`src/rtl/phy_gp_regs_pkg.sv`:
```
// Constants and carrier types for the general purpose register bank.
// Assumes a 16-bit management register port with 32 addresses and a page register at 31.
package phy_gp_regs_pkg;

  // Register addresses and paging
  localparam logic [4:0] ADDR_PAGE = 5'h1f;
  localparam logic [4:0] ADDR_PIN_LED = 5'h0e;
  localparam logic [4:0] ADDR_ALERT = 5'h13;
  localparam logic [4:0] ADDR_RECCLK = 5'h17;
  localparam logic [4:0] ADDR_DUTY = 5'h19;
  localparam logic [15:0] PAGE_MAIN = 16'h0000;
  localparam logic [15:0] PAGE_GENERAL = 16'h0010;

  // Pin direction and LED drive register fields
  localparam int HOLD_DIR_BIT = 13;
  localparam int HOLD_OUT_BIT = 12;
  localparam int HOLD_IN_BIT = 11;
  localparam int LED_TRI_BIT = 9;
  localparam logic HOLD_DIR_RESET = 1'b1;
  localparam logic HOLD_OUT_RESET = 1'b0;
  localparam logic LED_TRI_RESET = 1'b1;

  // Link drop alert field
  localparam int ALERT_LSB = 0;
  localparam logic [3:0] ALERT_ON = 4'h0;
  localparam logic [3:0] ALERT_OFF = 4'hf;

  // Recovered clock fields and codes
  localparam int RC_EN_BIT = 15;
  localparam int RC_FREQ_LSB = 8;
  localparam int RC_SQ_LSB = 4;
  localparam int RC_SRC_LSB = 0;
  localparam logic RC_EN_RESET = 1'b0;
  localparam logic [2:0] FREQ_25 = 3'h0;
  localparam logic [2:0] FREQ_125 = 3'h1;
  localparam logic [2:0] FREQ_31P25 = 3'h2;
  localparam logic [1:0] SQ_STRICT = 2'h0;
  localparam logic [1:0] SQ_RELAXED = 2'h1;
  localparam logic [1:0] SQ_LINKDOWN = 2'h2;
  localparam logic [1:0] SQ_NONE = 2'h3;
  localparam logic [2:0] SRC_RESET = 3'h0;
  localparam logic [2:0] SRC_COPPER = 3'h1;

  // LED pulse duty field and pulse timing
  localparam int DUTY_LSB = 8;
  localparam logic [7:0] DUTY_RESET = 8'h00;
  localparam logic [7:0] DUTY_MAX = 8'hc6;
  localparam logic [7:0] PHASE_LAST = 8'hc7;
  localparam logic [7:0] STEP_LAST = 8'hf9;
  localparam int NUM_LEDS = 2;

  // Link condition carried from the copper receiver logic
  typedef struct packed {
    logic up;
    logic stable;
    logic speed10;
    logic eee;
    logic lpIdle;
  } link_status_type;

  // Management register request
  typedef struct packed {
    logic [4:0] addr;
    logic write;
    logic read;
    logic [15:0] data;
  } mgmt_req_type;

endpackage

```
`src/rtl/phy_general_purpose_regs.sv`:
```
// Paged general purpose register bank: hold pin, LED drive, alert pin, recovered clock, LED duty.
// Assumes link status, LED levels and requests come from logic on core_clk; pins are asynchronous.
//
// What this block does
// - Direction bit, active low, resets 1: 1 makes hold pin input, 0 output.
// - Output hold pin drives the output data bit, which resets 0.
// - Reading the input data bit returns the present hold pin level.
// - LED tri-state bit set floats LEDs instead of high; clear drives both levels.
// - Alert field 0000 enables the link drop alert pin, 1111 disables it.
// - Recovered clock control bit 15 enables the recovered clock output.
// - Frequency field: 000 is 25 MHz, 001 125 MHz, 010 31.25 MHz.
// - Squelch 00 holds clock low: link down, unstable, 10BASE-T, or EEE.
// - Squelch 01 like 00, but allows 10BASE-T and EEE low power idle reception.
// - Squelch 10 suppresses the recovered clock only while the link is down.
// - Squelch 11 never squelches on link state; clock passes even with link down.
// - External squelch pin high suppresses the recovered clock regardless of settings.
// - Source field 001 selects copper recovered clock; other codes are reserved.
// - LED pulse duty is 0.5% plus N times 0.5%, N from 0 to 198.
// - All bank bits survive software and hardware PHY resets.
`timescale 1ns/1ps
module phy_general_purpose_regs
  import phy_gp_regs_pkg::*;
(
  input wire logic core_clk,
  input wire logic reset,
  input wire logic phyReset,
  input wire mgmt_req_type mgmtReq,
  output logic [15:0] mgmtRdData,
  output logic mgmtRdValid,
  output logic generalPageSelected,
  input wire logic holdPinIn,
  output logic holdPinOut,
  output logic holdPinOe,
  input wire logic [NUM_LEDS-1:0] ledOn,
  input wire logic ledPulseEnable,
  output logic [NUM_LEDS-1:0] ledOut,
  output logic [NUM_LEDS-1:0] ledOe,
  input wire logic linkDropEvent,
  output logic linkDropAlertOut,
  output logic linkDropAlertOe,
  input wire link_status_type linkStatus,
  input wire logic squelchPinIn,
  output logic recClkGate,
  output logic [2:0] recClkFreqSel
);

  typedef struct packed {
    logic [15:0] page;
    logic holdDirIn;
    logic holdOutData;
    logic ledTri;
    logic [3:0] alertSel;
    logic rcEnable;
    logic [2:0] rcFreq;
    logic [1:0] rcSquelch;
    logic [2:0] rcSource;
    logic [7:0] duty;
    logic holdSync1;
    logic holdSync2;
    logic sqSync1;
    logic sqSync2;
    logic [15:0] rdData;
    logic rdValid;
    logic alertOut;
    logic rcGate;
    logic [7:0] stepCnt;
    logic [7:0] phase;
    logic pulse;
  } state_type;

  state_type cur;
  state_type next_cur;
  logic onGeneral;
  logic wrHit;
  logic stepEn;
  logic autoSquelch;
  logic [7:0] dutyLimited;

  assign onGeneral = (cur.page == PAGE_GENERAL);
  assign wrHit = mgmtReq.write && onGeneral;
  assign stepEn = (cur.stepCnt == STEP_LAST);
  assign dutyLimited = (cur.duty > DUTY_MAX) ? DUTY_MAX : cur.duty;

  // Automatic squelch decision per level
  always_comb begin
    autoSquelch = 1'b1;
    unique case (cur.rcSquelch)
      SQ_STRICT: autoSquelch = !linkStatus.up || !linkStatus.stable || linkStatus.speed10
        || linkStatus.eee;
      SQ_RELAXED: autoSquelch = !linkStatus.up || !linkStatus.stable
        || (linkStatus.eee && !linkStatus.lpIdle);
      SQ_LINKDOWN: autoSquelch = !linkStatus.up;
      SQ_NONE: autoSquelch = 1'b0;
    endcase
  end

  // Next state: register writes, reads, pin sync, output staging
  always_comb begin
    next_cur = cur;
    next_cur.holdSync1 = holdPinIn;
    next_cur.holdSync2 = cur.holdSync1;
    next_cur.sqSync1 = squelchPinIn;
    next_cur.sqSync2 = cur.sqSync1;
    next_cur.rdValid = mgmtReq.read;
    next_cur.rdData = 16'h0000;
    // Page select is visible on every page
    if (mgmtReq.write && mgmtReq.addr == ADDR_PAGE) begin
      next_cur.page = mgmtReq.data;
    end
    // Writable fields only; reserved bits are dropped
    if (wrHit) begin
      unique case (mgmtReq.addr)
        ADDR_PIN_LED: begin
          next_cur.holdDirIn = mgmtReq.data[HOLD_DIR_BIT];
          next_cur.holdOutData = mgmtReq.data[HOLD_OUT_BIT];
          next_cur.ledTri = mgmtReq.data[LED_TRI_BIT];
        end
        ADDR_ALERT: next_cur.alertSel = mgmtReq.data[ALERT_LSB +: 4];
        ADDR_RECCLK: begin
          next_cur.rcEnable = mgmtReq.data[RC_EN_BIT];
          next_cur.rcFreq = mgmtReq.data[RC_FREQ_LSB +: 3];
          next_cur.rcSquelch = mgmtReq.data[RC_SQ_LSB +: 2];
          next_cur.rcSource = mgmtReq.data[RC_SRC_LSB +: 3];
        end
        ADDR_DUTY: next_cur.duty = mgmtReq.data[DUTY_LSB +: 8];
        default: ;
      endcase
    end
    // Read data; unmapped and reserved bits return zero
    if (mgmtReq.read) begin
      if (mgmtReq.addr == ADDR_PAGE) begin
        next_cur.rdData = cur.page;
      end else if (onGeneral) begin
        unique case (mgmtReq.addr)
          ADDR_PIN_LED: begin
            next_cur.rdData[HOLD_DIR_BIT] = cur.holdDirIn;
            next_cur.rdData[HOLD_OUT_BIT] = cur.holdOutData;
            next_cur.rdData[HOLD_IN_BIT] = cur.holdSync2;
            next_cur.rdData[LED_TRI_BIT] = cur.ledTri;
          end
          ADDR_ALERT: next_cur.rdData[ALERT_LSB +: 4] = cur.alertSel;
          ADDR_RECCLK: begin
            next_cur.rdData[RC_EN_BIT] = cur.rcEnable;
            next_cur.rdData[RC_FREQ_LSB +: 3] = cur.rcFreq;
            next_cur.rdData[RC_SQ_LSB +: 2] = cur.rcSquelch;
            next_cur.rdData[RC_SRC_LSB +: 3] = cur.rcSource;
          end
          ADDR_DUTY: next_cur.rdData[DUTY_LSB +: 8] = cur.duty;
          default: next_cur.rdData = 16'h0000;
        endcase
      end
    end
    // Alert pin follows the event only with the enable code
    next_cur.alertOut = (cur.alertSel == ALERT_ON) && linkDropEvent;
    // Recovered clock gate: enable, valid source and frequency, no squelch
    next_cur.rcGate = cur.rcEnable && (cur.rcSource == SRC_COPPER)
      && (cur.rcFreq == FREQ_25 || cur.rcFreq == FREQ_125 || cur.rcFreq == FREQ_31P25)
      && !autoSquelch && !cur.sqSync2;
    // Pulse phase: 200 steps of 0.5%, high for N+1 steps
    next_cur.stepCnt = stepEn ? 8'h00 : cur.stepCnt + 8'h01;
    if (stepEn) begin
      next_cur.phase = (cur.phase == PHASE_LAST) ? 8'h00 : cur.phase + 8'h01;
    end
    next_cur.pulse = (next_cur.phase <= dutyLimited);
    // PHY reset clears transient state only; bank bits stay
    if (phyReset) begin
      next_cur.page = PAGE_MAIN;
      next_cur.rdValid = 1'b0;
      next_cur.rdData = 16'h0000;
      next_cur.alertOut = 1'b0;
      next_cur.rcGate = 1'b0;
      next_cur.stepCnt = 8'h00;
      next_cur.phase = 8'h00;
      next_cur.pulse = 1'b1;
    end
  end

  // State register; power-on reset loads the bank defaults
  always_ff @(posedge core_clk) begin
    if (reset) begin
      cur <= '0;
      cur.holdDirIn <= HOLD_DIR_RESET;
      cur.holdOutData <= HOLD_OUT_RESET;
      cur.ledTri <= LED_TRI_RESET;
      cur.alertSel <= ALERT_ON;
      cur.rcEnable <= RC_EN_RESET;
      cur.rcFreq <= FREQ_25;
      cur.rcSquelch <= SQ_STRICT;
      cur.rcSource <= SRC_RESET;
      cur.duty <= DUTY_RESET;
      cur.page <= PAGE_MAIN;
      cur.pulse <= 1'b1;
    end else begin
      cur <= next_cur;
    end
  end

  // Pin and status outputs
  assign mgmtRdData = cur.rdData;
  assign mgmtRdValid = cur.rdValid;
  assign generalPageSelected = onGeneral;
  assign holdPinOe = !cur.holdDirIn;
  assign holdPinOut = cur.holdOutData;
  assign linkDropAlertOut = cur.alertOut;
  assign linkDropAlertOe = (cur.alertSel == ALERT_ON);
  assign recClkGate = cur.rcGate;
  assign recClkFreqSel = cur.rcFreq;

  // LEDs active low; tri-state mode floats instead of driving high
  for (genvar i = 0; i < NUM_LEDS; i++) begin : g_led
    logic lit;
    assign lit = ledOn[i] && (!ledPulseEnable || cur.pulse);
    assign ledOut[i] = !lit;
    assign ledOe[i] = cur.ledTri ? lit : 1'b1;
  end
endmodule // phy_general_purpose_regs

```
`config.mk`:
```
export PLATFORM = sky130hd
export DESIGN_NAME = phy_general_purpose_regs
export DESIGN_NICKNAME = d
export VERILOG_FILES = /design/src/rtl/phy_gp_regs_pkg.sv /design/src/rtl/phy_general_purpose_regs.sv
export SDC_FILE = /design/constraint.sdc
export NUM_CORES = 1
export LEC_CHECK = 0
export BUFFER_PORTS_ARGS = -buffer_cell sky130_fd_sc_hd__buf_2
export CORE_UTILIZATION = 40
export DETAILED_ROUTE_END_ITERATION = 10
export MAX_ROUTING_LAYER = met4
export SETUP_SLACK_MARGIN = 0.02
export SYNTH_ARGS = -nofsm -noshare
export SYNTH_HDL_FRONTEND = slang
export SYNTH_SLANG_ARGS = --single-unit
export TNS_END_PERCENT = 10
```
`constraint.sdc`:
```
create_clock -name core_clk -period 2.4 [get_ports core_clk]
set_clock_uncertainty 0.2 [all_clocks]
set_input_delay 0.24 -clock core_clk [delete_from_list [all_inputs] [get_ports core_clk]]
set_output_delay 0.24 -clock core_clk [all_outputs]
set_load 0.01 [all_outputs]
```
==> metrics.cfg <==
[clocking]
cts_made_buffers = 9
clk_pin_slew_ns = 0.09
root_buffer = clkbuf_8
insertion_delay_ns = 0.35
cts_htree_levels = 3
cts_tree = done
clock_sinks = 80
clock_path_buffers = 2

[global_routing]
grt-ovfl-total = 0
grtUsageTotal_pct = 21.43
grt_max_degree = 29
antenna_found_initial = 0
grt_pass1_vias = 3165
grt_first_pass_wirelength_mm = 15.68

[run]
maxCapViolCount = 0

[critical_path]
crit_family = simple AND/OR/NAND/NOR gates
crit_chain = inv_2, ha_4, nand3b_1, buf_4, nor3_2, xnor2_1, nor2_1, ha_1, nand3_2, or2_4, a21oi_2, o21ai_1
crit_slowest_cell = dfxtp_2
cp-end-kind = flip-flop
critical_path_buf_inv_count = 2
worst-path-max-fanout = 6
crit_path_start_kind = flip-flop
critPathLaunch = cur[10]$_SDFF_PP0_
cp_data_arrival_time_ns = 2.38
path_class = reg -> reg
required_ns = 2.44
r2r_slack_ns = 0.06
r2r-end = cur[0]$_SDFF_PP1_
r2r-start = cur[10]$_SDFF_PP0_
r2r_cells = 12
cpPeakStageDelay_ns = 0.34

[finish]
drive_gt1_share_pct = 26.08
mostFrequentLayoutCell = dfxtp_1
nets = 530
final_cell_count_no_fill = 595
area_delta_synth_final_pct = 25.08
fin_area_sq_um = 4617
layout_common_cells = dfxtp_1 (78), buf_2 (66), nor2_1 (37), nand4_1 (29), a21oi_1 (28)
diodes = 0

[power_and_ir_drop]
comb_power_share_pct = 6.1
p_clk_share_pct = 41.3
power_density_nw_per_um2 = 550.1
ir_drop_uv = 426.7
p_int_uw = 1948
swShare_pct = 23.32
p_total_uw = 2540
seq_power_share_pct = 52.6
p_leak_uw = 0.002000
power.switching_uw = 592.3

[outcome]
status = finished with violations
violations = DRC

[synth]
synth_fp_nets = 454
synth_seq_cells = 80
ys_async_sr_fraction_pct = 0
synth_area_sq_um = 3691
synth-warning-count = 0
synth_edf_count = 0
synthCells = 406
syn_avg_cell_area_sq_um = 9.091
synth_cell_type_count = 43
ys_seq_area_share_pct = 43.39
ys.flop_type = dfxtp_1

[placed_design]
portBuffers = 66
dp_slack_ns = -0.0001399
gp_congestion = 0.8685
placedCellCount = 558
placed_area_sq_um = 4128
dpl.hpwl_mm = 7.045

[floorplan]
start_util_pct = 41.71
die_h_microns = 98.06
io_pins = 67
die_area_sq_um = 9616
core_sq_um = 8848
die_width_microns = 98.06
row_count = 34

[timing]
finalCriticalPeriod_ns = 2.340
setup_tns_ns = 0
fin_crit_sh_pct = 97.49
hold_viol = 0
setup_viol = 0
slew_violations = 0
setup_ws_ns = 0.06024
rsz0062_at_grt = yes
worst_pin_slew_ns = 0.5355
relSlewSlack_pct = 64.30
max_freq_mhz = 427.4

[routing]
viasPerCell = 5.459
drt_iter0_drc = 163
vias = 3248
wire_per_inst_microns = 15.95
ant_nets = 0
drc = 5
wl_mm = 9.492
first_pass_iters = 7

[worst_hold_path]
min_path_type = in -> reg
hold_start = linkStatus[4]
hold_end = recClkGate$_SDFF_PP0_
whs_path_depth = 3

-- tightest hold or removal path, stage by stage --
cell and delay (ns):
buf_2 0.11, a31oi_1 0.14, nor3_1 0.07
-- power by group through the flow --
stage / Sequential, uW / Clock (uW) / Combinational, uW
6_report: 1340 / 1050 / 155
5_1_grt: 1340 / 1140 / 169
4_1_cts: 1340 / 1080 / 154
3_5_place_dp: 1370 / 0 / 128
3_3_place_gp: 1370 / 0 / 127
2_1_floorplan: 1370 / 0 / 55.3
-- flip-flops by register name, summed over array words and instances (netlist names) --
signal            cells
cur                  57
holdPinOut            1
linkDropAlertOut      1
mgmtRdData           16
mgmtRdValid           1
recClkFreqSel         3
recClkGate            1
-- cell type report --
cell class / count / area (sq um)
clock buffers: 11 / 151.4
clock inverters: 5 / 63.81
fillers: 838 / 4232
inverters: 7 / 26.28
multi-input cells: 277 / 1936
flip-flops and latches: 80 / 1604
well taps: 108 / 135.1
repair buffers: 107 / 700.7
-- logic make-up (layout without fill, tap and decap cells) --
logic type / count (synthesis) / after routing / share of synthesized area (%)
compound gates: 83 / 83 / 14.37
xor+xnor: 13 / 13 / 3.085
fa+ha+maj: 11 / 11 / 3.729
buf+inv: 49 / 130 / 7.390
flops: 80 / 80 / 43.39
mux: 18 / 18 / 4.949
simple gates: 152 / 152 / 23.09
-- repair_timing --
item | CTS | global route
buffers inserted | 0 | 1
hold endpoints to repair | 38 | 0
gates resized for setup | 3 | 7
hold buffers | 20 | 0
pin swaps | 0 | 5
endpoints found under the setup margin | 1 | 1
-- per-stage QoR --
stage / hold WS (ns) / util (%)
finish: 0.05965 / 52.18
global route: 0.05950 / 52.18
CTS: 0.03027 / 51.50
detailed placement: 0.2301 / 46.65
global placement: 0.2197 / 46.65
floorplan: 0.1682 / -
-- worst max path at each step --
stage                     slack [ns]                 to  cells after the start
final                           0.06  cur[0]$_SDFF_PP1_                     12
after global routing           -0.06  cur[0]$_SDFF_PP1_                     12
after CTS                       0.03  cur[0]$_SDFF_PP1_                     11
after detailed placement     -0.0001  cur[0]$_SDFF_PP1_                     11
after global placement          0.05  cur[0]$_SDFF_PP1_                     11
after floorplan                -0.01  cur[0]$_SDFF_PP1_                     12
-- synth_stat cells, drive strengths merged, types with 10 or more instances --
library cell	count	share of area (%)
nand2	19	1.9
a22o	19	4.5
nand3	14	1.9
nor3	11	1.6
clkbuf	14	1.4
o21ai	23	3.1
buf	28	5.3
mux2i	16	4.3
a21oi	29	3.9
nor2	37	3.8
dfxtp	80	43
ha	11	3.7
and2	10	1.7
nand4	29	4.9
-- per-layer routing --
metal / track usage, % / up-vias / part of all wire [%] / wire (microns)
met5: - / - / 0 / 0
met4: 6.410 / 0 / 0.87 / 83
met3: 5.297 / 6 / 6.2 / 591
met2: 34.34 / 104 / 47 / 4474
met1: 26.58 / 1534 / 46 / 4342
li1: - / 1604 / - / -
Note: power is estimated with default switching activity, not from simulation.
